File: config.mk
export PLATFORM = sky130hd
export DESIGN_NAME = ssi_interlock
export DESIGN_NICKNAME = d
export VERILOG_FILES = /design/src/rtl/ssi_pkg.sv /design/src/rtl/ssi_dual_chan.sv /design/src/rtl/ssi_zone_cmp.sv /design/src/rtl/ssi_interlock.sv
export VERILOG_INCLUDE_DIRS = /design/src /design/src/rtl
export SDC_FILE = /design/constraint.sdc
export NUM_CORES = 1
export LEC_CHECK = 0
export BUFFER_PORTS_ARGS = -buffer_cell sky130_fd_sc_hd__buf_2
export CAP_MARGIN = 20
export CORE_UTILIZATION = 25
export CTS_CLUSTER_DIAMETER = 120
export CTS_CLUSTER_SIZE = 30
export DETAILED_ROUTE_END_ITERATION = 7
export HOLD_SLACK_MARGIN = 0.06
export PLACE_DENSITY = 0.46
export SLEW_MARGIN = 15
export SYNTH_ARGS = -nofsm -noshare
export SYNTH_HDL_FRONTEND = slang
export SYNTH_HIERARCHICAL = 1
export SYNTH_SLANG_ARGS = --single-unit
File: constraint.sdc
create_clock -name mclk -period 3.4 [get_ports mclk]
set_input_delay 0.17 -clock mclk [delete_from_list [all_inputs] [get_ports mclk]]
set_output_delay 0.17 -clock mclk [all_outputs]
set_load 0.05 [all_outputs]
File: src/rtl/ssi_regs.svh
// Register offsets, field positions and reset values of the safety interlock
`ifndef SSI_REGS_SVH
`define SSI_REGS_SVH

`define SSI_ADDR_W        8
`define SSI_OFF_CTRL      8'h00
`define SSI_OFF_LEVEL     8'h04
`define SSI_OFF_EDGE      8'h08
`define SSI_OFF_SVCDUE    8'h0c
`define SSI_OFF_ZONE_LO   8'h10
`define SSI_OFF_ZONE_HI   8'h14
`define SSI_OFF_POS       8'h18
`define SSI_OFF_STATUS    8'h1c
`define SSI_OFF_IRQ_STAT  8'h20
`define SSI_OFF_IRQ_MASK  8'h24
`define SSI_OFF_EDGE_CLR  8'h28
`define SSI_OFF_FAULT     8'h2c

// Control register fields
`define SSI_CTRL_AUTO     0
`define SSI_CTRL_SERVO    1
`define SSI_CTRL_ERR      2
`define SSI_CTRL_OPESTOP  3
`define SSI_CTRL_TBESTOP  4
`define SSI_CTRL_AXIS     5
`define SSI_CTRL_PWR      6
`define SSI_CTRL_RST      8'h00

// Interrupt status fields
`define SSI_IRQ_ESTOP     0
`define SSI_IRQ_SERVOFF   1
`define SSI_IRQ_FAULT     2
`define SSI_IRQ_EDGE      3
`define SSI_IRQ_W         4

`define SSI_ZONES         8
`define SSI_CHANS         3
`define SSI_EDGE_W        8

`endif

File: src/rtl/ssi_pkg.sv
// Types shared by the safety interlock modules
`default_nettype none
package ssi_pkg;
   typedef struct packed {
      logic [1:0] estop;
      logic [1:0] door;
      logic [1:0] enable;
   } ssi_dual_t;

   typedef struct packed {
      logic robot_err;
      logic estop;
      logic mode;
      logic axis;
   } ssi_contact_t;

   typedef struct packed {
      logic [2:0] pneu;
      logic [2:0] hand;
      logic [2:0] service;
   } ssi_chan_t;

   typedef enum logic [1:0] {
      SSI_DC_OK    = 2'b00,
      SSI_DC_OPEN  = 2'b01,
      SSI_DC_FAULT = 2'b10
   } ssi_dc_state_t;
endpackage : ssi_pkg
`default_nettype wire

File: src/rtl/ssi_dual_chan.sv
// Dual-channel normally-closed input checker with latched mismatch fault
`timescale 1ns/10ps
`default_nettype none
module ssi_dual_chan (
   // Clock and reset
   input  wire logic       mclk,
   input  wire logic       rst_n,
   // Two contact lines, high means closed
   input  wire logic [1:0] lines,
   // Results
   output logic            open_o,
   output logic            fault_o
);
   import ssi_pkg::*;

   ssi_dc_state_t state_r, state_nxt;

   always_comb begin
      state_nxt = state_r;
      case (state_r)
         SSI_DC_OK: begin
            if (lines[0] != lines[1]) state_nxt = SSI_DC_FAULT;
            else if (lines == 2'b00) state_nxt = SSI_DC_OPEN;
         end
         SSI_DC_OPEN: begin
            if (lines[0] != lines[1]) state_nxt = SSI_DC_FAULT;
            else if (lines == 2'b11) state_nxt = SSI_DC_OK;
         end
         SSI_DC_FAULT: begin
            if (lines == 2'b11) state_nxt = SSI_DC_OK;
         end
         default: state_nxt = SSI_DC_FAULT;
      endcase
   end

   always_ff @(posedge mclk) begin
      if (!rst_n) state_r <= SSI_DC_FAULT;
      else state_r <= state_nxt;
   end

   // Fault also counts as open so a half-wired switch always stops
   assign open_o  = (state_r != SSI_DC_OK);
   assign fault_o = (state_r == SSI_DC_FAULT);

   mismatch_held_a: assert property (@(posedge mclk) disable iff (!rst_n)
      (lines[0] != lines[1]) |=> fault_o)
      else $error("mismatch not latched");
endmodule : ssi_dual_chan
`default_nettype wire

File: src/rtl/ssi_zone_cmp.sv
// Registered range compare for the user-designated area outputs
`timescale 1ns/10ps
`default_nettype none
module ssi_zone_cmp (
   // Clock and reset
   input  wire logic        mclk,
   input  wire logic        rst_n,
   // Area bounds, enable and current position
   input  wire logic [15:0] lo,
   input  wire logic [15:0] hi,
   input  wire logic        en,
   input  wire logic [15:0] pos,
   // Inside flag
   output logic             inside_o
);
   logic inside_r, inside_nxt;

   always_comb begin
      inside_nxt = en && (pos >= lo) && (pos <= hi);
   end

   always_ff @(posedge mclk) begin
      if (!rst_n) inside_r <= 1'b0;
      else inside_r <= inside_nxt;
   end

   assign inside_o = inside_r;
endmodule : ssi_zone_cmp
`default_nettype wire

File: src/rtl/ssi_interlock.sv
// Safety stop and dedicated I/O interlock with Wishbone register access
`timescale 1ns/10ps
`default_nettype none
`include "ssi_regs.svh"
// Functional notes
// - Level inputs keep their function active only while the input is on.
// - Edge inputs activate on off-to-on and stay set after input drops.
// - Three pneumatic fault inputs each drive a matching fault output.
// - Each mechanism's service-due output warns when parts need replacing; no input.
// - Eight user zones, each start/end bound; output high while robot inside.
// - Emergency stop arrives on two lines and stops the robot when asserted.
// - Door and enabling inputs are dual normally-closed; opening forces servo off.
// - Robot error contact stays open while any controller error exists.
// - Emergency output opens on external, panel or pendant emergency stop.
// - Mode contact open in manual, closed in automatic mode.
// - Extra-axis contactor follows robot servo state when an extra axis exists.
// - All special outputs are open while controller power is off.
// - Only one emergency contact connected gives a continuous error.
// - Three hand fault level inputs each drive a matching fault output.
module ssi_interlock (
   // Clock and reset
   input  wire logic                 mclk,
   input  wire logic                 rst_n,
   // Wishbone slave
   input  wire logic                 wb_cyc_i,
   input  wire logic                 wb_stb_i,
   input  wire logic                 wb_we_i,
   input  wire logic [7:0]           wb_adr_i,
   input  wire logic [3:0]           wb_sel_i,
   input  wire logic [31:0]          wb_dat_i,
   output logic      [31:0]          wb_dat_o,
   output logic                      wb_ack_o,
   // Special terminal inputs, high means contact closed
   input  wire ssi_pkg::ssi_dual_t   safety_in,
   // Dedicated level and edge inputs
   input  wire logic [2:0]           pneumatic_fault_in,
   input  wire logic [2:0]           hand_fault_in,
   input  wire logic [7:0]           edge_req_in,
   // Dedicated outputs and contacts, high means closed or on
   output ssi_pkg::ssi_chan_t        chan_out,
   output logic [7:0]                user_zone_indicator,
   output logic [7:0]                edge_state_out,
   output ssi_pkg::ssi_contact_t     contact_out,
   output logic                      servo_enable,
   output logic                      estop_active,
   output logic                      irq
);
   import ssi_pkg::*;

   logic [7:0]  ctrl_r, ctrl_nxt;
   logic [7:0]  svc_r, svc_nxt;
   logic [7:0]  zen_r, zen_nxt;
   logic [15:0] zlo_r [`SSI_ZONES];
   logic [15:0] zhi_r [`SSI_ZONES];
   logic [15:0] zlo_nxt [`SSI_ZONES];
   logic [15:0] zhi_nxt [`SSI_ZONES];
   logic [15:0] pos_r, pos_nxt;
   logic [2:0]  zsel_r, zsel_nxt;
   logic [7:0]  edge_r, edge_nxt, edge_prev_r;
   logic [`SSI_IRQ_W-1:0] ist_r, ist_nxt, imsk_r, imsk_nxt;
   logic [31:0] dat_r, dat_nxt;
   logic        ack_r, ack_nxt;
   logic [7:0]  zone_w;
   logic [2:0]  open_w, fault_w;
   logic        any_fault, estop_w, servo_w, err_w, pwr;
   ssi_chan_t    chan_r, chan_nxt;
   ssi_contact_t cont_r, cont_nxt;
   logic        servo_r, estop_r, irq_r;
   logic        wr, rd_req;

   function automatic logic [31:0] merge(input logic [31:0] old, input logic [31:0] d,
                                         input logic [3:0] sel);
      logic [31:0] r;
      r = old;
      for (int i = 0; i < 4; i++) begin
         if (sel[i]) r[i*8 +: 8] = d[i*8 +: 8];
      end
      return r;
   endfunction : merge

   // Dual-channel safety inputs: emergency stop, door, enabling device
   ssi_dual_chan u_estop (
      .mclk    (mclk),
      .rst_n   (rst_n),
      .lines   (safety_in.estop),
      .open_o  (open_w[0]),
      .fault_o (fault_w[0])
   );
   ssi_dual_chan u_door (
      .mclk    (mclk),
      .rst_n   (rst_n),
      .lines   (safety_in.door),
      .open_o  (open_w[1]),
      .fault_o (fault_w[1])
   );
   ssi_dual_chan u_enable (
      .mclk    (mclk),
      .rst_n   (rst_n),
      .lines   (safety_in.enable),
      .open_o  (open_w[2]),
      .fault_o (fault_w[2])
   );

   genvar g;
   generate
      for (g = 0; g < `SSI_ZONES; g++) begin : g_zone
         ssi_zone_cmp u_zone (
            .mclk     (mclk),
            .rst_n    (rst_n),
            .lo       (zlo_r[g]),
            .hi       (zhi_r[g]),
            .en       (zen_r[g]),
            .pos      (pos_r),
            .inside_o (zone_w[g])
         );
      end
   endgenerate

   assign wr     = wb_cyc_i && wb_stb_i && wb_we_i && !ack_r;
   assign rd_req = wb_cyc_i && wb_stb_i && !ack_r;
   assign pwr    = ctrl_r[`SSI_CTRL_PWR];
   assign any_fault = |fault_w;
   // Estop from external lines, panel or pendant
   assign estop_w = open_w[0] || ctrl_r[`SSI_CTRL_OPESTOP] || ctrl_r[`SSI_CTRL_TBESTOP];
   assign servo_w = ctrl_r[`SSI_CTRL_SERVO] && !estop_w && !open_w[1] && !open_w[2];
   assign err_w   = ctrl_r[`SSI_CTRL_ERR] || any_fault || (|pneumatic_fault_in)
                    || (|hand_fault_in);

   // Register bus
   always_comb begin
      ctrl_nxt = ctrl_r;
      svc_nxt  = svc_r;
      zen_nxt  = zen_r;
      pos_nxt  = pos_r;
      zsel_nxt = zsel_r;
      imsk_nxt = imsk_r;
      zlo_nxt  = zlo_r;
      zhi_nxt  = zhi_r;
      dat_nxt  = 32'h0;
      ack_nxt  = rd_req;
      if (wr) begin
         case (wb_adr_i)
            `SSI_OFF_CTRL:     ctrl_nxt = 8'(merge({24'h0, ctrl_r}, wb_dat_i, wb_sel_i));
            `SSI_OFF_SVCDUE:   svc_nxt  = wb_dat_i[7:0] & 8'h07;
            `SSI_OFF_ZONE_LO: begin
               zsel_nxt = wb_dat_i[18:16];
               zlo_nxt[wb_dat_i[18:16]] = wb_dat_i[15:0];
            end
            `SSI_OFF_ZONE_HI: begin
               zhi_nxt[zsel_r] = wb_dat_i[15:0];
               zen_nxt[zsel_r] = wb_dat_i[31];
            end
            `SSI_OFF_POS:      pos_nxt  = wb_dat_i[15:0];
            `SSI_OFF_IRQ_MASK: imsk_nxt = wb_dat_i[`SSI_IRQ_W-1:0];
            default: ;
         endcase
      end
      if (rd_req && !wb_we_i) begin
         case (wb_adr_i)
            `SSI_OFF_CTRL:     dat_nxt = {24'h0, ctrl_r};
            `SSI_OFF_LEVEL:    dat_nxt = {23'h0, chan_r};
            `SSI_OFF_EDGE:     dat_nxt = {24'h0, edge_r};
            `SSI_OFF_SVCDUE:   dat_nxt = {24'h0, svc_r};
            `SSI_OFF_ZONE_LO:  dat_nxt = {13'h0, zsel_r, zlo_r[zsel_r]};
            `SSI_OFF_ZONE_HI:  dat_nxt = {zen_r[zsel_r], 15'h0, zhi_r[zsel_r]};
            `SSI_OFF_POS:      dat_nxt = {8'h0, zone_w, pos_r};
            `SSI_OFF_STATUS:   dat_nxt = {24'h0, servo_r, estop_r, 2'h0, cont_r};
            `SSI_OFF_IRQ_STAT: dat_nxt = {28'h0, ist_r};
            `SSI_OFF_IRQ_MASK: dat_nxt = {28'h0, imsk_r};
            `SSI_OFF_FAULT:    dat_nxt = {29'h0, fault_w};
            default:           dat_nxt = 32'h0;
         endcase
      end
   end

   // Edge requests, level outputs, contacts and interrupts
   always_comb begin
      edge_nxt = edge_r | (edge_req_in & ~edge_prev_r);
      if (wr && wb_adr_i == `SSI_OFF_EDGE_CLR) begin
         // New rising edge wins over a clear in the same cycle
         edge_nxt = (edge_r & ~wb_dat_i[7:0]) | (edge_req_in & ~edge_prev_r);
      end
      chan_nxt.pneu    = pneumatic_fault_in;
      chan_nxt.hand    = hand_fault_in;
      chan_nxt.service = svc_r[2:0];
      // Contacts open (0) whenever power is off
      cont_nxt.robot_err = pwr && !err_w;
      cont_nxt.estop     = pwr && !estop_w;
      cont_nxt.mode      = pwr && ctrl_r[`SSI_CTRL_AUTO];
      cont_nxt.axis      = pwr && ctrl_r[`SSI_CTRL_AXIS] && servo_w;
      ist_nxt = ist_r;
      if (wr && wb_adr_i == `SSI_OFF_IRQ_STAT) ist_nxt = ist_r & ~wb_dat_i[`SSI_IRQ_W-1:0];
      if (estop_w) ist_nxt[`SSI_IRQ_ESTOP] = 1'b1;
      if (servo_r && !servo_w) ist_nxt[`SSI_IRQ_SERVOFF] = 1'b1;
      if (any_fault) ist_nxt[`SSI_IRQ_FAULT] = 1'b1;
      if (|(edge_req_in & ~edge_prev_r)) ist_nxt[`SSI_IRQ_EDGE] = 1'b1;
   end

   always_ff @(posedge mclk) begin
      if (!rst_n) begin
         ctrl_r      <= `SSI_CTRL_RST;
         svc_r       <= 8'h00;
         zen_r       <= 8'h00;
         pos_r       <= 16'h0000;
         zsel_r      <= 3'h0;
         imsk_r      <= '0;
         ist_r       <= '0;
         dat_r       <= 32'h0;
         ack_r       <= 1'b0;
         edge_r      <= 8'h00;
         edge_prev_r <= 8'h00;
         chan_r      <= '0;
         cont_r      <= '0;
         servo_r     <= 1'b0;
         estop_r     <= 1'b1;
         irq_r       <= 1'b0;
         for (int i = 0; i < `SSI_ZONES; i++) begin
            zlo_r[i] <= 16'h0000;
            zhi_r[i] <= 16'h0000;
         end
      end else begin
         ctrl_r      <= ctrl_nxt;
         svc_r       <= svc_nxt;
         zen_r       <= zen_nxt;
         pos_r       <= pos_nxt;
         zsel_r      <= zsel_nxt;
         imsk_r      <= imsk_nxt;
         ist_r       <= ist_nxt;
         dat_r       <= dat_nxt;
         ack_r       <= ack_nxt;
         edge_r      <= edge_nxt;
         edge_prev_r <= edge_req_in;
         chan_r      <= chan_nxt;
         cont_r      <= cont_nxt;
         servo_r     <= servo_w;
         estop_r     <= estop_w;
         irq_r       <= |(ist_nxt & imsk_r);
         zlo_r       <= zlo_nxt;
         zhi_r       <= zhi_nxt;
      end
   end

   assign wb_dat_o            = dat_r;
   assign wb_ack_o            = ack_r;
   assign chan_out            = chan_r;
   assign user_zone_indicator = zone_w;
   assign edge_state_out      = edge_r;
   assign contact_out         = cont_r;
   assign servo_enable        = servo_r;
   assign estop_active        = estop_r;
   assign irq                 = irq_r;

   level_follow_a: assert property (@(posedge mclk) disable iff (!rst_n)
      ##1 chan_r.pneu == $past(pneumatic_fault_in))
      else $error("pneumatic output lags");
   hand_follow_a: assert property (@(posedge mclk) disable iff (!rst_n)
      hand_fault_in != 3'h0 |=> chan_out.hand == $past(hand_fault_in))
      else $error("hand fault output missing");
   edge_hold_a: assert property (@(posedge mclk) disable iff (!rst_n)
      (edge_req_in[0] && !edge_prev_r[0]) |=> edge_r[0])
      else $error("edge request lost");
   estop_open_a: assert property (@(posedge mclk) disable iff (!rst_n)
      open_w[0] |=> !contact_out.estop && estop_active)
      else $error("estop contact not open");
   door_servo_a: assert property (@(posedge mclk) disable iff (!rst_n)
      (open_w[1] || open_w[2]) |=> !servo_enable)
      else $error("servo not forced off");
   power_off_a: assert property (@(posedge mclk) disable iff (!rst_n)
      !pwr |=> contact_out == '0)
      else $error("contact closed without power");
   error_open_a: assert property (@(posedge mclk) disable iff (!rst_n)
      any_fault |=> !contact_out.robot_err)
      else $error("error contact closed on fault");
   mode_auto_a: assert property (@(posedge mclk) disable iff (!rst_n)
      (pwr && !ctrl_r[`SSI_CTRL_AUTO]) |=> !contact_out.mode)
      else $error("mode contact closed in manual");
   axis_sync_a: assert property (@(posedge mclk) disable iff (!rst_n)
      (pwr && ctrl_r[`SSI_CTRL_AXIS]) |=> contact_out.axis == servo_enable)
      else $error("extra axis out of step");
   level_drop_a: assert property (@(posedge mclk) disable iff (!rst_n)
      !pneumatic_fault_in[0] |=> !chan_out.pneu[0])
      else $error("level function not released");
   zone_off_a: assert property (@(posedge mclk) disable iff (!rst_n)
      !zen_r[0] |=> !user_zone_indicator[0])
      else $error("disabled zone flagged");
   estop_sticky_a: assert property (@(posedge mclk) disable iff (!rst_n)
      estop_w |=> ist_r[`SSI_IRQ_ESTOP])
      else $error("estop event not recorded");
   // Bus handshake, interrupt bookkeeping and edge clear
   ack_answer_a: assert property (@(posedge mclk) disable iff (!rst_n)
      (wb_cyc_i && wb_stb_i && !wb_ack_o) |=> wb_ack_o)
      else $error("bus request not acknowledged");
   ack_pulse_a: assert property (@(posedge mclk) disable iff (!rst_n)
      wb_ack_o |=> !wb_ack_o)
      else $error("ack held longer than one cycle");
   irq_level_a: assert property (@(posedge mclk) disable iff (!rst_n)
      1'b1 |=> irq == |(ist_r & $past(imsk_r)))
      else $error("interrupt line wrong");
   edge_clear_a: assert property (@(posedge mclk) disable iff (!rst_n)
      (wr && wb_adr_i == `SSI_OFF_EDGE_CLR && wb_dat_i[0] && edge_prev_r[0]) |=> !edge_r[0])
      else $error("edge bit not cleared");
endmodule : ssi_interlock
`default_nettype wire

* Word level (Yosys, flattened, before mapping)
Index checks and enable logic that the tools add are counted.
Storage, ports and cells: flip-flop bits (word level) 381, output and inout port bits 65, logic and storage cells 215
Operators by class: magnitude comparators 22, eq/ne operators 26, multiplexer cells 39, bitwise gates (word level) 11, reductions and logical operators 69
Operator list (count):
- 32-bit case mux with 11 select lines | 1
- 128-bit bitwise mux | 2
- 16-bit greater-or-equal comparator | 8
- 16-bit <= comparator | 8
- 16-bit binary-select mux with 3-bit select | 2
- 16-bit demux with 3-bit select | 2
- 16-bit two-way mux | 6
- 1-bit logical AND | 35
- 8-bit by 5-bit equality test with 1-bit output, second input constant | 4
- 8-bit by 6-bit equality test with 1-bit output, second input constant | 4
- 2-bit two-way mux | 12
- 2-bit case mux with 3 select lines | 3
- 8-bit AND | 2
- 8-bit by 4-bit equality test with 1-bit output, second input constant | 2
- 8-bit inverter | 2
- 8-bit OR | 2
- 2-bit equality test, second input constant | 6
- 2-bit zero test | 6
- 2-bit AND reduction | 6
- 3-bit by 1-bit inequality test with 1-bit output, second input constant | 3
- 3-bit OR reduction | 3
- 4-bit AND | 2
- 8-bit bitwise mux | 1
- 8-bit by 3-bit equality test with 1-bit output, second input constant | 1
- 20 further kinds | 44

* Depth between registers and ports, before layout
depth in word-level cells 12, mapped depth 8

* By module
Netlist, hierarchy kept.
By module, submodules not included:
- ssi_interlock | instances 1, cells each 1672, area each 15273.4 µm²
- ssi_zone_cmp | instances 8, cells each 112, area each 822.0 µm²
- ssi_dual_chan | instances 3, cells each 9, area each 95.1 µm²

* Worst setup path before layout
Ideal clock, no wire load.
kind register to register, from reg ack_r, in the netlist wb_ack_o, to reg zhi_r[85] (netlist bit), library setup time 0.128 ns, arrival 2.063 ns, setup slack 1.210 ns, cell stages (with the launch flop) 8, period minus slack after synthesis 2.190 ns, path through dfxtp_1 > nand4b_1 > nor4b_4 > nand3b_1 > buf_2 > buf_2 > mux2i_1 > nor2_1
On the way: word-level cells in the longest chain between the ends 3
RTL lines:
- start, declared | RTL line ssi_interlock.sv:62 | logic ack_r, ack_nxt;
- start signal, assigned | RTL line ssi_interlock.sv:230 | ack_r <= ack_nxt;
- 1-bit zero test | RTL line ssi_interlock.sv:119 | assign wr = wb_cyc_i && wb_stb_i && wb_we_i && !ack_r;
- 1-bit logical AND | RTL line ssi_interlock.sv:119
- 2-bit AND reduction (no line)
- end signal, assigned | RTL line ssi_interlock.sv:239 | zhi_r <= zhi_nxt;
- end, declared | RTL line ssi_interlock.sv:54 | logic [15:0] zhi_r [`SSI_ZONES];
No other way between the ends. A chain may end at the register's enable or synchronous reset.

* Worst setup path after layout
from reg pos_r[0], to reg g_zone[7].u_zone.inside_r
On the way: word-level cells in the longest chain between the ends 3, elaborated cells between the ends (all ways) 4, those cells by class order compare: 2; reduce/logical: 2
RTL lines:
- start, declared | RTL line ssi_interlock.sv:57 | logic [15:0] pos_r, pos_nxt;
- start signal, assigned | RTL line ssi_interlock.sv:225 | pos_r <= pos_nxt;
- 16-bit greater-or-equal comparator | RTL line ssi_zone_cmp.sv:19 | inside_nxt = en && (pos >= lo) && (pos <= hi);
- 1-bit logical AND | RTL line ssi_zone_cmp.sv:19
- 1-bit logical AND * | RTL line ssi_zone_cmp.sv:19
- end signal, assigned | RTL line ssi_zone_cmp.sv:24 | else inside_r <= inside_nxt;
- end, declared | RTL line ssi_zone_cmp.sv:16 | logic inside_r, inside_nxt;
Every way passes the cells marked *; elsewhere a longest branch is shown, timed or not.

==> impl_summary.log <==
INFO  metric timing.critical_path.to_type = register
INFO  metric clkTransAtPathRegs = between 100 and 150 ps
INFO  metric initial_utilization = 25.4%
INFO  metric highest-signal-layer = met4
INFO  metric routed-wl-met2 = 35800 um
INFO  metric diodes = 0
INFO  metric grt_overflow = 0
INFO  metric hold_violations = 0
INFO  metric maxSlewHeadroom = 29.7%
INFO  metric crit_path_max_delay_family = compound AO/OA/AOI/OAI gates
INFO  metric netSwitchingPower = 0.00203 W
INFO  metric yosysMostFrequentCell = sky130_fd_sc_hd__nand2_1
INFO  metric clock_tree_from_tritoncts = done
INFO  metric grt_util_all_layers = between 15 and 20%
INFO  metric globalplace.congestion = 0.842
INFO  metric maximum_resistive_drop_on_vdd = between 0.2 and 0.3 mV
INFO  metric detailroute.wirelength.met3 = 2420 um
INFO  metric synth_seq_area_share = 33.8%
INFO  metric area_added_between_synthesis_and_finish = 13.4%
INFO  metric post-place-cells = 3785
INFO  metric die-area = 0.0897 mm2
INFO  metric power.combinational.fraction = under 10%
INFO  metric max-clock-path-buffers = 3
INFO  metric post-route-util = roughly 29%
INFO  metric pd_cells = 304 mW/mm2
INFO  metric sw_frac_of_total = a little over a quarter
INFO  metric timing.critical_path.slowest_stage_cell = sky130_fd_sc_hd__o31ai_1
INFO  metric routed-via-count = 18400
INFO  metric detailedRoute.firstIterationViolations = 1066
INFO  metric finalSetupViolations = 0
INFO  metric core-area = 0.0873 mm2
INFO  metric fin_worst_hold_slack = ~80 ps
INFO  metric synthDominantCellAreaShare = 33.8%
INFO  metric row_count = ~110
INFO  metric cts_htree_levels = 1
INFO  metric asyncSetResetFlopFracSynth = 0%
INFO  metric final_layout_size_suffix_gt1_share = between 10% and 20%
INFO  metric wl_per_cell = 19.6 um
INFO  metric static-leakage-power = approximately 9.7 nW
INFO  metric met1_length = 35700 um
INFO  metric grt_start_max_net_pins = 139
INFO  metric dpl_cell_area = around 0.024 mm2
INFO  metric timing.final.crit_period = 2600 ps
INFO  metric route.detailed.vias_per_inst = 4.76
INFO  metric numPortBuffers = 111
INFO  metric power.internal = 0.00561 W
INFO  metric ys_ff_latch = 374
INFO  metric drt-pass1-iter-count = 5
INFO  metric global_route_wire_length_before_repair = approximately 110000 um
INFO  metric n_fill_cell = 9526
INFO  metric ff_latch_area = 0.00750 mm2
INFO  metric largest_fanout_of_any_net_on_the_critical_path = 10
INFO  metric number_of_gates_resized_after_cts = 0
INFO  metric synth.top_cells.by_area = sky130_fd_sc_hd__dfxtp_1, sky130_fd_sc_hd__ha_1, sky130_fd_sc_hd__nand2_1, sky130_fd_sc_hd__a21oi_1, sky130_fd_sc_hd__mux2i_1
INFO  metric fp.dieH = 300 um
INFO  metric post_synth_inst_count = ~2600
INFO  metric die_width = 300 um
INFO  metric data_required_time_of_the_worst_path = slightly below 4000 ps
INFO  metric synth.avg_cell_area = 8.53 um2
INFO  metric p_seq_share = 57.9%
INFO  metric final_cells = between 3000 and 4000
INFO  metric hold_path_class = input pin to register
INFO  metric synth.top_cells.by_count = sky130_fd_sc_hd__nand2_1, sky130_fd_sc_hd__dfxtp_1, sky130_fd_sc_hd__a21oi_1
INFO  metric grt_setup_unrepaired = false
INFO  metric mappedNetlistArea = 0.0221 mm2
INFO  metric numCtsBuffers = 18
INFO  metric dominantRegCellSynth = sky130_fd_sc_hd__dfxtp_1
INFO  metric period_share = roughly 77%
INFO  metric route.detailed.drc = 0
INFO  metric top_level_ports = 134
INFO  metric worst_ep_arrival_time = approximately 3100 ps
INFO  metric max_cap_viol_count = 0
INFO  metric path_cells = inv_1, ha_1, nor3b_1, o21ai_0, a211oi_1, o31ai_1, o221a_1
INFO  metric layout.cell_area.non_filler = approximately 0.025 mm2
INFO  metric max_stage_delay = 720 ps
INFO  metric timing.setup.tns = 0 ps
INFO  metric timing_worst_setup_path_type = register to register
INFO  metric clk_root_buffer_cell = sky130_fd_sc_hd__clkbuf_16
INFO  metric postRouteAntennaNets = 0
INFO  metric first_global_vias = 17900
INFO  metric grt_antenna_before_repair = 3
INFO  metric clockPowerShare = a little over a third
INFO  metric status = completed
INFO  metric dpl.hpwl = 57600 um
INFO  metric clock_latency_reported_for_the_late_side_of_the_worst_skew_pair = 580 ps
INFO  metric number_of_synthesized_flops_with_an_enable_pin = 0
INFO  metric finClkSkew = 43.4 ps
INFO  metric fmax = between 300 and 400 MHz
INFO  metric tightest_slew = 1050 ps
INFO  metric synth.distinct_cells = 65
INFO  metric critical_path_buf_inv_count = 1
INFO  metric timing.critical_path.from_type = register
INFO  metric cts.sinks = 374
INFO  metric timing_max_transition_violations_final = 0
INFO  metric route.final.wire_length = 75700 um
INFO  metric nNetsFinal = between 3000 and 4000
INFO  metric synth-warning-count = 6
INFO  metric multi_input_area = roughly 0.013 mm2
INFO  metric netlist.top_cell.by_area = sky130_fd_sc_hd__dfxtp_1
[path summary, 6_finish.rpt]
| path | from | end | slack (ps) | cells after the start |
|---|---|---|---|---|
| worst max-delay path | pos_r[0] | g_zone[7].u_zone/inside_o | 800 | 7 |
| worst min-delay path | rst_n | u_enable/state_r[1] | 80 | 2 |
| worst max register to register | pos_r[0] | g_zone[7].u_zone/inside_o | 800 | 7 |
| worst min register to register | ctrl_r[5] | contact_out[0] | 470 | 2 |
[sequential cells by signal (all words and copies together) (netlist names), 3 cells and up]
name and flops:
chan_out 9, contact_out 4, ctrl_r 8, edge_prev_r 8, edge_state_out 8, g_zone.u_zone/inside_o 8, imsk_r 4, ist_r 4
pos_r 16, svc_r 3, wb_dat_o 25, zen_r 8, zhi_r 128, zlo_r 128, zsel_r 3
[cells by family (layout without fill, tap and decap cells)]
group	Yosys count	in the layout	synth area share, %
other cells	1	7	0.0169
flops	374	374	33.8
buf+inv	413	511	7.47
mux	211	211	13.1
simple gates	815	815	17.1
compound gates	522	522	13.8
fa+ha+maj	259	259	14.6
[layout by cell type, fill, tap and decap left out, types with 26 or more instances in the layout]
cell | synthesis | routed
sky130_fd_sc_hd__buf_2 | 34 | 111
sky130_fd_sc_hd__buf_4 | 12 | 76
sky130_fd_sc_hd__ha_1 | 259 | 259
sky130_fd_sc_hd__or2_1 | 27 | 27
sky130_fd_sc_hd__dlygate4sd3_1 | 0 | 42
sky130_fd_sc_hd__nand4_1 | 39 | 39
sky130_fd_sc_hd__inv_1 | 252 | 252
sky130_fd_sc_hd__dfxtp_1 | 374 | 371
sky130_fd_sc_hd__mux2i_1 | 146 | 146
sky130_fd_sc_hd__nand2_1 | 422 | 422
sky130_fd_sc_hd__nor2b_1 | 26 | 26
sky130_fd_sc_hd__a21o_1 | 32 | 32
sky130_fd_sc_hd__o21ai_0 | 75 | 75
sky130_fd_sc_hd__nor2_1 | 175 | 175
sky130_fd_sc_hd__mux4_2 | 63 | 63
sky130_fd_sc_hd__and2_1 | 27 | 27
sky130_fd_sc_hd__a21oi_1 | 294 | 294
[through the flow]
step	total power, W	setup WS [ps]
floorplan	0.00476	1210
global placement	0.00493	736
detailed placement	0.00493	745
CTS	0.00775	766
global route	0.00792	595
finish	0.00764	796
[power groups by stage]
stage | logic, W | clock network (W) | registers, W
after floorplan | 0.000210 | 0 | 0.00455
after global placement | 0.000414 | 0 | 0.00452
after detailed placement | 0.000413 | 0 | 0.00452
after CTS | 0.000452 | 0.00288 | 0.00442
after global routing | 0.000480 | 0.00302 | 0.00442
final | 0.000451 | 0.00277 | 0.00442
[cell type report]
type | instances | area share (%)
clock inverters | 7 | 0.374
flip-flops and latches | 374 | 29.9
multi-input cells | 1814 | 51.9
repair buffers | 231 | 6.32
inverters | 253 | 3.81
well taps | 1155 | 5.76
clock buffers | 20 | 1.91
[metal layers]
| metal | track usage [%] | vias to the layer above |
|---|---|---|
| li1 | - | 9125 |
| met1 | 22.8 | 8880 |
| met2 | 28.2 | 301 |
| met3 | 1.41 | 58 |
| met4 | 4.35 | 0 |
| met5 | 0 | - |
[what timing repair did]
item	4_1_cts	5_1_grt
hold endpoints to repair	146	0
buffers inserted	0	0
hold buffers	42	0
Note: power is estimated with default switching activity, not from simulation.
